### config.mk
export PLATFORM = sky130hd
export DESIGN_NAME = vsf_top
export DESIGN_NICKNAME = d
export VERILOG_FILES = /design/src/include/vsf_pkg.sv /design/src/hw/vsf_sync.sv /design/src/hw/vsf_mem.sv /design/src/hw/vsf_top.sv
export VERILOG_INCLUDE_DIRS = /design/src /design/src/include
export SDC_FILE = /design/constraint.sdc
export NUM_CORES = 1
export LEC_CHECK = 0
export BUFFER_PORTS_ARGS = -buffer_cell sky130_fd_sc_hd__buf_4
export CORE_ASPECT_RATIO = 0.6
export CORE_MARGIN = 2
export CORE_UTILIZATION = 50
export DETAILED_ROUTE_END_ITERATION = 6
export PLACE_DENSITY = 0.67
export SYNTH_ARGS = -nofsm -noshare
export SYNTH_HDL_FRONTEND = slang
export SYNTH_SLANG_ARGS = --single-unit
### constraint.sdc
create_clock -name core_clk -period 5.45 [get_ports core_clk]
set_input_delay 0.8175 -clock core_clk [delete_from_list [all_inputs] [get_ports core_clk]]
set_output_delay 0.8175 -clock core_clk [all_outputs]
set_load 0.02 [all_outputs]
### src/include/vsf_map.svh
// Field positions, reset levels and timing counts of the DMA FIFO block
`ifndef VSF_MAP_SVH
`define VSF_MAP_SVH
`define VSF_CLK_PERIOD_NS 10
`define VSF_RATE_UNIT_NS 1000
`define VSF_US_CYCLES (`VSF_RATE_UNIT_NS / `VSF_CLK_PERIOD_NS)
`define VSF_SND_TEST_BIT 8
`define VSF_SND_RATE_MSB 7
`define VSF_BLOCK_LAST 2'h3
`define VSF_FILL_BLOCKS 2'h2
`define VSF_CUR_REFILL 3'h4
`define VSF_SND_FULL 3'h4
`define VSF_PIN_IDLE 1'b1
`endif

### src/include/vsf_pkg.sv
// Types shared by the DMA FIFO block
package vsf_pkg;
  typedef struct packed {
    logic hsync_n;
    logic vsync_n;
    logic snd_ack_n;
    logic vid_ack_n;
  } vsf_pins_t;

  typedef enum logic [2:0] {
    VSF_V_IDLE = 3'b001,
    VSF_V_FILL = 3'b010,
    VSF_V_RUN = 3'b100
  } vsf_vstate_t;
endpackage

### src/hw/vsf_sync.sv
// Two flip-flop synchroniser for pin inputs
`timescale 1ns/10ps
module vsf_sync #(
  parameter int WIDTH = 1,
  parameter logic [WIDTH-1:0] RESET_VAL = '0
) (
  input wire logic core_clk,
  input wire logic resetn,
  input wire logic [WIDTH-1:0] d,
  output logic [WIDTH-1:0] q
);
  logic [WIDTH-1:0] meta_reg;

  always_ff @(posedge core_clk or negedge resetn)
  begin
    if (!resetn)
    begin
      meta_reg <= RESET_VAL;
      q <= RESET_VAL;
    end
    else
    begin
      meta_reg <= d;
      q <= meta_reg;
    end
  end
endmodule

### src/hw/vsf_mem.sv
// Small word store with registered read data
`timescale 1ns/10ps
module vsf_mem #(
  parameter int WIDTH = 32,
  parameter int DEPTH = 4,
  parameter int AW = $clog2(DEPTH)
) (
  input wire logic core_clk,
  input wire logic wr_en,
  input wire logic [AW-1:0] wr_addr,
  input wire logic [WIDTH-1:0] wr_data,
  input wire logic [AW-1:0] rd_addr,
  output logic [WIDTH-1:0] rd_data
);
  logic [WIDTH-1:0] store [DEPTH];

  always_ff @(posedge core_clk)
  begin
    if (wr_en)
    begin
      store[wr_addr] <= wr_data;
    end
    rd_data <= store[rd_addr];
  end
endmodule

### src/hw/vsf_top.sv
// Sound, video and cursor DMA FIFOs with their request logic
`timescale 1ns/10ps
`include "vsf_map.svh"
module vsf_top (
  input wire logic core_clk,
  input wire logic resetn,
  input wire logic sound_dma_ack_n,
  input wire logic video_dma_ack_n,
  input wire logic horizontal_sync_n,
  input wire logic vertical_sync_n,
  input wire logic [31:0] dma_data,
  input wire logic [8:0] sound_rate_reg,
  input wire logic [1:0] request_pointer,
  input wire logic cursor_enable,
  input wire logic cursor_raster,
  input wire logic first_display_raster,
  input wire logic video_byte_take,
  input wire logic cursor_byte_take,
  output logic sound_dma_request_n,
  output logic video_dma_request_n,
  output logic [7:0] sound_byte,
  output logic sound_byte_strobe,
  output logic [7:0] video_byte,
  output logic video_byte_valid,
  output logic [7:0] cursor_byte,
  output logic cursor_byte_valid
);
  localparam logic [6:0] US_LAST = 7'(`VSF_US_CYCLES - 1);

  vsf_pkg::vsf_pins_t pins_raw, pins_s, pins_q;
  logic [31:0] data_s, snd_rdata, vid_rdata, cur_rdata;
  logic snd_ack_rise, vid_ack_rise, hs_fall, hs_rise, hs_active, vs_active;

  assign pins_raw = '{hsync_n: horizontal_sync_n, vsync_n: vertical_sync_n,
                      snd_ack_n: sound_dma_ack_n, vid_ack_n: video_dma_ack_n};

  vsf_sync #(.WIDTH(4), .RESET_VAL(4'hF)) u_pin_sync (
    .core_clk(core_clk), .resetn(resetn), .d(pins_raw), .q(pins_s));
  vsf_sync #(.WIDTH(32), .RESET_VAL(32'h0)) u_data_sync (
    .core_clk(core_clk), .resetn(resetn), .d(dma_data), .q(data_s));

  always_ff @(posedge core_clk or negedge resetn)
  begin
    if (!resetn)
      pins_q <= 4'hF;
    else
      pins_q <= pins_s;
  end

  assign snd_ack_rise = pins_s.snd_ack_n & ~pins_q.snd_ack_n;
  assign vid_ack_rise = pins_s.vid_ack_n & ~pins_q.vid_ack_n;
  assign hs_fall = ~pins_s.hsync_n & pins_q.hsync_n;
  assign hs_rise = pins_s.hsync_n & ~pins_q.hsync_n;
  assign hs_active = ~pins_s.hsync_n;
  assign vs_active = ~pins_s.vsync_n;

  // Sound path
  logic [6:0] us_cnt_reg, us_cnt_next;
  logic [7:0] rate_cnt_reg, rate_cnt_next, snd_byte_next;
  logic [2:0] snd_count_reg, snd_count_next;
  logic [1:0] snd_wr_reg, snd_wr_next, snd_rd_reg, snd_rd_next, snd_idx_reg, snd_idx_next;
  logic snd_req_n_next, snd_strobe_next, snd_wr_en, byte_tick, test_on;

  assign test_on = sound_rate_reg[`VSF_SND_TEST_BIT];
  assign byte_tick = test_on && (us_cnt_reg == US_LAST) && (rate_cnt_reg == 8'h00);
  assign snd_wr_en = snd_ack_rise && (snd_count_reg != `VSF_SND_FULL);

  vsf_mem #(.WIDTH(32), .DEPTH(4)) u_snd_mem (
    .core_clk(core_clk), .wr_en(snd_wr_en), .wr_addr(snd_wr_reg), .wr_data(data_s),
    .rd_addr(snd_rd_reg), .rd_data(snd_rdata));

  always_comb
  begin
    us_cnt_next = 7'h00;
    rate_cnt_next = 8'h00;
    if (test_on)
    begin
      us_cnt_next = (us_cnt_reg == US_LAST) ? 7'h00 : us_cnt_reg + 7'h01;
      rate_cnt_next = rate_cnt_reg;
      if (us_cnt_reg == US_LAST)
        rate_cnt_next = (rate_cnt_reg == 8'h00) ?
          sound_rate_reg[`VSF_SND_RATE_MSB:0] : rate_cnt_reg - 8'h01;
    end
    snd_wr_next = snd_wr_reg;
    snd_rd_next = snd_rd_reg;
    snd_idx_next = snd_idx_reg;
    snd_byte_next = sound_byte;
    snd_strobe_next = 1'b0;
    snd_req_n_next = sound_dma_request_n;
    snd_count_next = snd_count_reg;
    if (byte_tick)
    begin
      if (snd_count_reg != 3'h0)
      begin
        snd_byte_next = snd_rdata[8*snd_idx_reg +: 8];
        snd_strobe_next = 1'b1;
        snd_idx_next = snd_idx_reg + 2'h1;
        if (snd_idx_reg == `VSF_BLOCK_LAST)
        begin
          snd_rd_next = snd_rd_reg + 2'h1;
          snd_count_next = snd_count_reg - 3'h1;
          if (snd_count_reg == 3'h1)
            snd_req_n_next = 1'b0;
        end
      end
      else
        snd_req_n_next = 1'b0;
    end
    if (snd_wr_en)
    begin
      snd_wr_next = snd_wr_reg + 2'h1;
      snd_count_next = snd_count_next + 3'h1;
    end
    if (snd_ack_rise)
      snd_req_n_next = 1'b1;
  end

  always_ff @(posedge core_clk or negedge resetn)
  begin
    if (!resetn)
    begin
      us_cnt_reg <= 7'h00;
      rate_cnt_reg <= 8'h00;
      snd_count_reg <= 3'h0;
      snd_wr_reg <= 2'h0;
      snd_rd_reg <= 2'h0;
      snd_idx_reg <= 2'h0;
      sound_byte <= 8'h00;
      sound_byte_strobe <= 1'b0;
      sound_dma_request_n <= `VSF_PIN_IDLE;
    end
    else
    begin
      us_cnt_reg <= us_cnt_next;
      rate_cnt_reg <= rate_cnt_next;
      snd_count_reg <= snd_count_next;
      snd_wr_reg <= snd_wr_next;
      snd_rd_reg <= snd_rd_next;
      snd_idx_reg <= snd_idx_next;
      sound_byte <= snd_byte_next;
      sound_byte_strobe <= snd_strobe_next;
      sound_dma_request_n <= snd_req_n_next;
    end
  end

  // Video and cursor path
  vsf_pkg::vsf_vstate_t vstate_reg, vstate_next;
  logic [3:0] vid_count_reg, vid_count_next;
  logic [2:0] vid_wr_reg, vid_wr_next, vid_rd_reg, vid_rd_next, cur_left_reg, cur_left_next;
  logic [1:0] vid_idx_reg, vid_idx_next, blocks_reg, blocks_next, burst_reg, burst_next;
  logic [1:0] cur_wr_reg, cur_wr_next, cur_rd_reg, cur_rd_next, cur_idx_reg, cur_idx_next;
  logic [7:0] vbyte_next, cbyte_next;
  logic video_first_reg, video_first_next, cur_par_reg, cur_par_next;
  logic vreq_n_next, vvalid_next, cvalid_next, route_vid, route_cur, vid_wr_en, cur_wr_en;

  // Low request during sync serves the cursor unless a video burst leads
  assign route_vid = (blocks_reg != 2'h0) && ((burst_reg != 2'h0) || !hs_active ||
                     video_first_reg || (cur_left_reg == 3'h0));
  assign route_cur = !route_vid && hs_active && (cur_left_reg != 3'h0);
  assign vid_wr_en = vid_ack_rise && route_vid && !vs_active;
  assign cur_wr_en = vid_ack_rise && route_cur;

  vsf_mem #(.WIDTH(32), .DEPTH(8)) u_vid_mem (
    .core_clk(core_clk), .wr_en(vid_wr_en), .wr_addr(vid_wr_reg), .wr_data(data_s),
    .rd_addr(vid_rd_reg), .rd_data(vid_rdata));
  vsf_mem #(.WIDTH(32), .DEPTH(4)) u_cur_mem (
    .core_clk(core_clk), .wr_en(cur_wr_en), .wr_addr(cur_wr_reg), .wr_data(data_s),
    .rd_addr(cur_rd_reg), .rd_data(cur_rdata));

  always_comb
  begin
    vstate_next = vstate_reg;
    vid_count_next = vid_count_reg;
    vid_wr_next = vid_wr_reg;
    vid_rd_next = vid_rd_reg;
    vid_idx_next = vid_idx_reg;
    blocks_next = blocks_reg;
    burst_next = burst_reg;
    video_first_next = video_first_reg;
    cur_left_next = cur_left_reg;
    cur_wr_next = cur_wr_reg;
    cur_rd_next = cur_rd_reg;
    cur_idx_next = cur_idx_reg;
    cur_par_next = cur_par_reg;
    vbyte_next = video_byte;
    cbyte_next = cursor_byte;
    vvalid_next = 1'b0;
    cvalid_next = 1'b0;
    if (hs_fall)
    begin
      video_first_next = (blocks_reg != 2'h0);
      if (cursor_enable && cursor_raster)
      begin
        cur_par_next = ~cur_par_reg;
        if (!cur_par_reg)
        begin
          cur_left_next = `VSF_CUR_REFILL;
          cur_wr_next = 2'h0;
          cur_rd_next = 2'h0;
          cur_idx_next = 2'h0;
        end
      end
      else
        cur_par_next = 1'b0;
    end
    if (cur_wr_en)
    begin
      cur_wr_next = cur_wr_reg + 2'h1;
      cur_left_next = cur_left_reg - 3'h1;
    end
    if (cursor_byte_take)
    begin
      cbyte_next = cur_rdata[8*cur_idx_reg +: 8];
      cvalid_next = 1'b1;
      cur_idx_next = cur_idx_reg + 2'h1;
      if (cur_idx_reg == `VSF_BLOCK_LAST)
        cur_rd_next = cur_rd_reg + 2'h1;
    end
    if (vid_wr_en)
    begin
      vid_wr_next = vid_wr_reg + 3'h1;
      vid_count_next = vid_count_reg + 4'h1;
      burst_next = burst_reg + 2'h1;
      if (burst_reg == `VSF_BLOCK_LAST)
      begin
        blocks_next = blocks_reg - 2'h1;
        video_first_next = 1'b0;
      end
    end
    if (video_byte_take && (vid_count_reg != 4'h0))
    begin
      vbyte_next = vid_rdata[8*vid_idx_reg +: 8];
      vvalid_next = 1'b1;
      vid_idx_next = vid_idx_reg + 2'h1;
      if (vid_idx_reg == `VSF_BLOCK_LAST)
      begin
        vid_rd_next = vid_rd_reg + 3'h1;
        vid_count_next = vid_count_next - 4'h1;
        if ((vstate_reg == vsf_pkg::VSF_V_RUN) && (vid_rd_reg[1:0] == request_pointer) &&
            (blocks_next != `VSF_FILL_BLOCKS))
          blocks_next = blocks_next + 2'h1;
      end
    end
    unique case (vstate_reg)
      vsf_pkg::VSF_V_IDLE:
        if (hs_rise && first_display_raster)
        begin
          vstate_next = vsf_pkg::VSF_V_FILL;
          blocks_next = `VSF_FILL_BLOCKS;
          burst_next = 2'h0;
        end
      vsf_pkg::VSF_V_FILL:
        if (blocks_next == 2'h0)
          vstate_next = vsf_pkg::VSF_V_RUN;
      vsf_pkg::VSF_V_RUN:
        vstate_next = vsf_pkg::VSF_V_RUN;
      default:
        vstate_next = vsf_pkg::VSF_V_IDLE;
    endcase
    if (vs_active)
    begin
      vstate_next = vsf_pkg::VSF_V_IDLE;
      vid_count_next = 4'h0;
      vid_wr_next = 3'h0;
      vid_rd_next = 3'h0;
      vid_idx_next = 2'h0;
      blocks_next = 2'h0;
      burst_next = 2'h0;
      video_first_next = 1'b0;
    end
    // Held low while a block is owed and unstarted, a second block is owed, or the cursor refill is armed and unstarted
    vreq_n_next = !((blocks_next > ((burst_next != 2'h0) ? 2'h1 : 2'h0)) ||
                    (cur_left_next == `VSF_CUR_REFILL));
    if (vs_active)
      vreq_n_next = 1'b1;
  end

  always_ff @(posedge core_clk or negedge resetn)
  begin
    if (!resetn)
    begin
      vstate_reg <= vsf_pkg::VSF_V_IDLE;
      vid_count_reg <= 4'h0;
      vid_wr_reg <= 3'h0;
      vid_rd_reg <= 3'h0;
      vid_idx_reg <= 2'h0;
      blocks_reg <= 2'h0;
      burst_reg <= 2'h0;
      video_first_reg <= 1'b0;
      cur_left_reg <= 3'h0;
      cur_wr_reg <= 2'h0;
      cur_rd_reg <= 2'h0;
      cur_idx_reg <= 2'h0;
      cur_par_reg <= 1'b0;
      video_byte <= 8'h00;
      cursor_byte <= 8'h00;
      video_byte_valid <= 1'b0;
      cursor_byte_valid <= 1'b0;
      video_dma_request_n <= `VSF_PIN_IDLE;
    end
    else
    begin
      vstate_reg <= vstate_next;
      vid_count_reg <= vid_count_next;
      vid_wr_reg <= vid_wr_next;
      vid_rd_reg <= vid_rd_next;
      vid_idx_reg <= vid_idx_next;
      blocks_reg <= blocks_next;
      burst_reg <= burst_next;
      video_first_reg <= video_first_next;
      cur_left_reg <= cur_left_next;
      cur_wr_reg <= cur_wr_next;
      cur_rd_reg <= cur_rd_next;
      cur_idx_reg <= cur_idx_next;
      cur_par_reg <= cur_par_next;
      video_byte <= vbyte_next;
      cursor_byte <= cbyte_next;
      video_byte_valid <= vvalid_next;
      cursor_byte_valid <= cvalid_next;
      video_dma_request_n <= vreq_n_next;
    end
  end
endmodule

; ---- Word-level counts from Yosys, hierarchy flattened
; Memory sizes are Yosys's and may differ from the RTL's. A register that Yosys moved wholly into a read port is not among the register bits.
; Cells that the tools add are included.
[totals]
register_bits = 158
ramBits = 512
in_bits = 54
out_inout_bits = 29
elab_cells = 205
memories = 3
[mem_list]
columns = memory, depth, word_bits, read_ports, rd_ports_with_merged_regs, wr, line_no
row1 = u_vid_mem.store, 8, 32, 1, 1, 1, vsf_mem.sv:15  ; logic [WIDTH-1:0] store [DEPTH];
row2 = u_cur_mem.store, 4, 32, 1, 1, 1, vsf_mem.sv:15
row3 = u_snd_mem.store, 4, 32, 1, 1, 1, vsf_mem.sv:15
[classes]
n_addsub = 19
order_cmp = 1
n_eq_ne = 23
shifts = 3
mux = 72
n_bitwise = 9
n_reduce_logical = 41
[ops]
columns = op, n
row1 = $shiftx A32 B6 Y8, 3
row2 = $mux W2, 24
row3 = $mux W3, 16
row4 = $mux W8, 3
row5 = $mux W1, 22
row6 = $add A2 B1 Y2 const B, 9
row7 = $mux W4, 4
row8 = $reduce_bool A2 Y1, 8
row9 = $logic_and A1 B1 Y1, 14
row10 = $mux W7, 2
row11 = $reduce_and A3 Y1, 4
row12 = $add A3 B1 Y3 const B, 3
row13 = $ne A3 B3 Y1 const B, 3
row14 = $pmux W3 S3, 1
row15 = $eq A2 B2 Y1 const B, 4
row16 = $logic_not A8 Y1, 1
row17 = $ne A2 B2 Y1 const B, 4
row18 = $sub A8 B1 Y8 const B, 1
row19 = $add A7 B1 Y7 const B, 1
row20 = $eq A7 B7 Y1 const B, 1
row21 = $eq A3 B1 Y1 const B, 2
row22 = $eq A3 B3 Y1 const B, 2
row23 = $ne A2 B1 Y1 const B, 3
row24 = $ne A3 B2 Y1 const B, 2
row25 = other kinds (16), 31

; ---- Depth between registers and ports, before layout
[depth]
depth_word = 20
ltp_mapped = 15
depth_no_buf = 15

; ---- Modules after synthesis
; Synthesis repeated with hierarchy kept, for this count alone.
[hier_totals]
cells_unflattened = 1314
area_unflattened_um2 = 27822.9
[modules_own_cells]
columns = module, instances, cells_each, area_each_um2, seq_area_each_um2
row1 = vsf_mem at u_cur_mem ..., 2, 203, 5330.1, 4484.3
row2 = vsf_mem at u_vid_mem, 1, 415, 10466.3, 8328.0
row3 = vsf_top, 1, 421, 4884.7, 2159.6
row4 = vsf_sync at u_data_sync, 1, 64, 1601.5, 1601.5
row5 = vsf_sync at u_pin_sync, 1, 8, 210.2, 210.2

; ---- Least setup slack after synthesis
; Ideal clock, no wire load.
[synth_timing]
path_type = register -> register
startpoint = reg blocks_reg[0]
endpoint = mem u_vid_mem.store[4][0] (enable)
setup_ps = 513
arrival_time_ps = 4640
required_time_ps = 4937
path_slack_ps = 297
stages_incl_launch_ff = 7
path_buffers = 1
synth_period_minus_slack_ps = 5153
cell_sequence = dfrtp_1 > inv_1 > ha_1 > and4bb_2 > o31ai_1 > clkbuf_1 > nor4b_1
[synth_via]
elab_chain_cells = 6
[synth_lines]
columns = item, line_no
row1 = "start, declared", vsf_top.sv:150  ; logic [1:0] vid_idx_reg, vid_idx_next, blocks_reg, blocks_next, burst_reg, burst_next;
row2 = "start signal, assigned", vsf_top.sv:308  ; blocks_reg <= blocks_next;
row3 = $reduce_bool A2 Y1, vsf_top.sv:157  ; assign route_vid = (blocks_reg != 2'h0) && ((burst_reg != 2'h0) || !hs_active ||
row4 = $logic_and A1 B1 Y1, vsf_top.sv:157
row5 = $logic_and A1 B1 Y1 (2 in series), vsf_top.sv:160  ; assign vid_wr_en = vid_ack_rise && route_vid && !vs_active;
row6 = $mux W1, vsf_mem.sv:19  ; if (wr_en)
row7 = $mux W1 (implied by the code), vsf_mem.sv:21  ; store[wr_addr] <= wr_data;
row8 = "end, declared", vsf_mem.sv:15
; No other way between the ends.

; ---- Final worst setup path
[layout_timing]
startpoint = reg blocks_reg[0]
endpoint = reg video_dma_request_n
[layout_via]
elab_chain_cells = 17
elab_cells_between_ends = 32
classes_between = 2 x add/sub / 1 x order compare / 2 x eq/ne / 15 x mux / 12 x reduce/logical
[layout_lines]
columns = item, line_no
row1 = "parallel branches: the longest is 14 deep, another holds $sub A2 B1 Y2", -
row2 = $logic_or A1 B1 Y1 (*), vsf_top.sv:272  ; vreq_n_next = !((blocks_next > ((burst_next != 2'h0) ? 2'h1 : 2'h0)) ||
row3 = $logic_not A1 Y1 (*), vsf_top.sv:272
row4 = $mux W1 (*), vsf_top.sv:274  ; if (vs_active)
row5 = net vreq_n_next, vsf_top.sv:154  ; logic vreq_n_next, vvalid_next, cvalid_next, route_vid, route_cur, vid_wr_en, cur_wr_en;
row6 = "end signal, assigned", vsf_top.sv:299  ; video_dma_request_n <= `VSF_PIN_IDLE;
row7 = "end signal, assigned", vsf_top.sv:320  ; video_dma_request_n <= vreq_n_next;
row8 = "end, declared", vsf_top.sv:20  ; output logic video_dma_request_n,
; Mark *: on every way through the listed nets, which the timed path passes.
; A chain may end at the register's enable or synchronous reset.

==> flow_summary.json <==
{
  "outcome": "complete, no violations",
  "leakagePower_nw": 11.0,
  "die_w_um": 307,
  "hold_viol": 0,
  "clockBufferDepth": 3,
  "seqCellArea_um2": 21300,
  "synth_area_leaders": "edfxtp_1, dfrtp_1, mux4_2",
  "syn-num-nets": 1420,
  "dr.pass1.iters": 5,
  "drt_iter0_drc": 978,
  "grt_pass1_vias": 13100,
  "end_kind": "flop",
  "antenna_found_initial": 7,
  "root_buffer": "clkbuf_16",
  "yosysTopAreaCellShare_pct": 55.7,
  "powerDensity_nw_per_um2": 410,
  "largestRegisters": "u_vid_mem.store: 256 flops, u_cur_mem.store: 128 flops, u_snd_mem.store: 128 flops",
  "final_cell_area_um2": 31600,
  "yosys_warnings": 0,
  "core_area_um2": 54400,
  "worstSkewPairLatency_ps": 600,
  "cp_max_fo": 7,
  "synthFlopType": "edfxtp_1",
  "h-tree-depth": 3,
  "vias": 12700,
  "synth.cell_area_um2": 27600,
  "grt_setup_unrepaired": "no",
  "peakVddDrop_v": 0.000239,
  "synth.avg_cell_area_um2": 20.7,
  "period_share_pct": 77.0,
  "crit_arrival_ps": 4680,
  "placed_area_um2": 29200,
  "initial_utilization_pct": 50.8,
  "cts_resized": 0,
  "drive_gt1_share_pct": 30.2,
  "drv_cap": 0,
  "final.setup.tns_ps": 0,
  "io_pins": 83,
  "port_buffers": 82,
  "synth_cell_types": 56,
  "worstMarginPinSlew_ps": 1030,
  "critPathLaunchType": "flop",
  "wl_per_cell_um": 23.9,
  "worstHoldPathType": "input pin to asynchronous set/reset pin",
  "route.detailed.drc": 0,
  "largest-register": "u_vid_mem.store",
  "routed_wl_um": 53500,
  "synth_seq_cells": 766,
  "clk_pin_slew_ps": 70,
  "largest_register_ffs": 256,
  "place_congestion": 0.767,
  "synth_area_leader_cell": "edfxtp_1",
  "grt_max_degree": 97,
  "grt_overflow": 0,
  "async_flop_share_pct": 20.6,
  "n_fill_cell": 3925,
  "die_h_um": 186,
  "final-setup-viol-count": 0,
  "holdWs_ps": 199,
  "critPathKind": "flop to flop",
  "nets": 1549,
  "post_cts_buffers": 0,
  "synthMostInstantiatedCell": "edfxtp_1",
  "ant_nets": 0,
  "cts-hold-fix-buffers": 0,
  "rows": 66,
  "synth_edf_count": 512,
  "dp.cells": 2108,
  "power.total_mw": 12.9,
  "grtUsageTotal_pct": 19.3,
  "multi_input_area_um2": 6110,
  "finalNonFillerCells": 2238,
  "vias_per_cell": 5.67,
  "crit_required_ps": 5940,
  "ys_seq_area_share_pct": 77.0,
  "dp_hpwl_um": 30700,
  "cts_made_buffers": 69,
  "slew_viol_final": 0,
  "max_freq_ghz": 0.238,
  "syn_inst": 1336,
  "reg2regPathDepth": 15,
  "cts_tree": "built",
  "skew_ps": 22.9,
  "synth_commonest_cells": "edfxtp_1, mux4_2, dfrtp_1, dfxtp_1, mux2_2",
  "die_area_um2": 57200,
  "areaGrowthSynthToFinish_pct": 14.3,
  "clock_sink_count": 766,
  "max-slew-margin-rel_pct": 31.3,
  "period_needed_ps": 4200,
  "grt_pass1_wl_um": 81000
}
cell usage in the layout, fill, tap and decap left out, drive strengths merged, types with 10 or more instances in the layout:
| master | synthesis | final |
|---|---|---|
| clkbuf | 26 | 93 |
| nand2 | 40 | 40 |
| nand3 | 16 | 16 |
| xor2 | 13 | 13 |
| mux4 | 152 | 152 |
| dfrtp | 144 | 144 |
| o21ai | 15 | 15 |
| dfstp | 14 | 14 |
| ha | 30 | 30 |
| edfxtp | 512 | 512 |
| mux2 | 58 | 58 |
| inv | 24 | 26 |
| clkinv | 0 | 24 |
| a21oi | 15 | 15 |
| and2 | 10 | 10 |
| buf | 24 | 107 |
| nor2 | 30 | 30 |
| nor3 | 16 | 16 |
| dfxtp | 96 | 96 |
| xnor2 | 13 | 13 |
report_power, final:
part	switching, mW	internal [mW]
logic	0.477	0.525
registers	0.292	6.64
clock network	2.11	2.90
total	2.88	10.1
cell families (layout without fill, tap and decap cells):
kind of cell	Yosys count	in the layout	share of synthesized area [%]
DFF	766	766	77.0
muxes	219	219	15.1
and+or+nand+nor	161	161	3.27
buffers and inverters	74	260	1.06
AOI/OAI and AO/OA	60	60	1.42
adders and majority gates	30	30	1.36
xor gates and xnor gates	26	26	0.824
other	0	2	0
final timing paths:
| path | start | endpoint | slack [ps] |
|---|---|---|---|
| hold / removal | resetn | cursor_byte[1]$_DFFE_PN0P_ | 200 |
| setup reg to reg | blocks_reg[0]$_DFF_PN0_ | video_dma_request_n$_DFF_PN1_ | 1250 |
| max in group asynchronous | resetn | vid_rd_reg[0]$_DFFE_PN0P_ | 4240 |
| setup / recovery | blocks_reg[0]$_DFF_PN0_ | video_dma_request_n$_DFF_PN1_ | 1250 |
| hold reg to reg | u_data_sync.meta_reg[8]$_DFF_PN0_ | u_data_sync.q[8]$_DFF_PN0_ | 340 |
| min in group core_clk | dma_data[28] | u_data_sync.meta_reg[28]$_DFF_PN0_ | 330 |
layer usage:
layer / routed length, µm / GRT usage [%] / up-vias
met5: 0 / 0 / -
met4: 801 / 4.23 / 0
met3: 3190 / 3.86 / 64
met2: 25300 / 30.9 / 331
met1: 24200 / 28.0 / 6767
li1: - / - / 5528
cell type report:
cell class,count,area share [%]
Multi-Input combinational cell,496,19.4
Sequential cell,766,67.4
Antenna cell,2,0.0158
Clock inverter,36,1.43
Timing Repair Buffer,108,2.63
Clock buffer,92,6.10
Tap cell,714,2.83
Inverter,24,0.285
worst max-delay path, stage by stage (launching register included):
cell      delay [ps]
dfrtp_1          390
inv_1             80
ha_1             270
and4bb_2         330
o31a_1           310
nand3_1          180
and2_1           210
ha_1             210
or4b_1           480
nor3_1           270
nand2_1          170
and3_1           250
or3_1            330
ha_1             290
o22ai_1           70
o41ai_1          260
metrics by stage:
step	utilization (%)	setup WS, ps
2_1_floorplan	-	297
3_3_place_gp	53.7	1520
3_5_place_dp	53.7	1350
4_1_cts	58.0	1340
5_1_grt	58.0	1060
6_report	58.0	1250
Power figures use the tool's default switching activity.
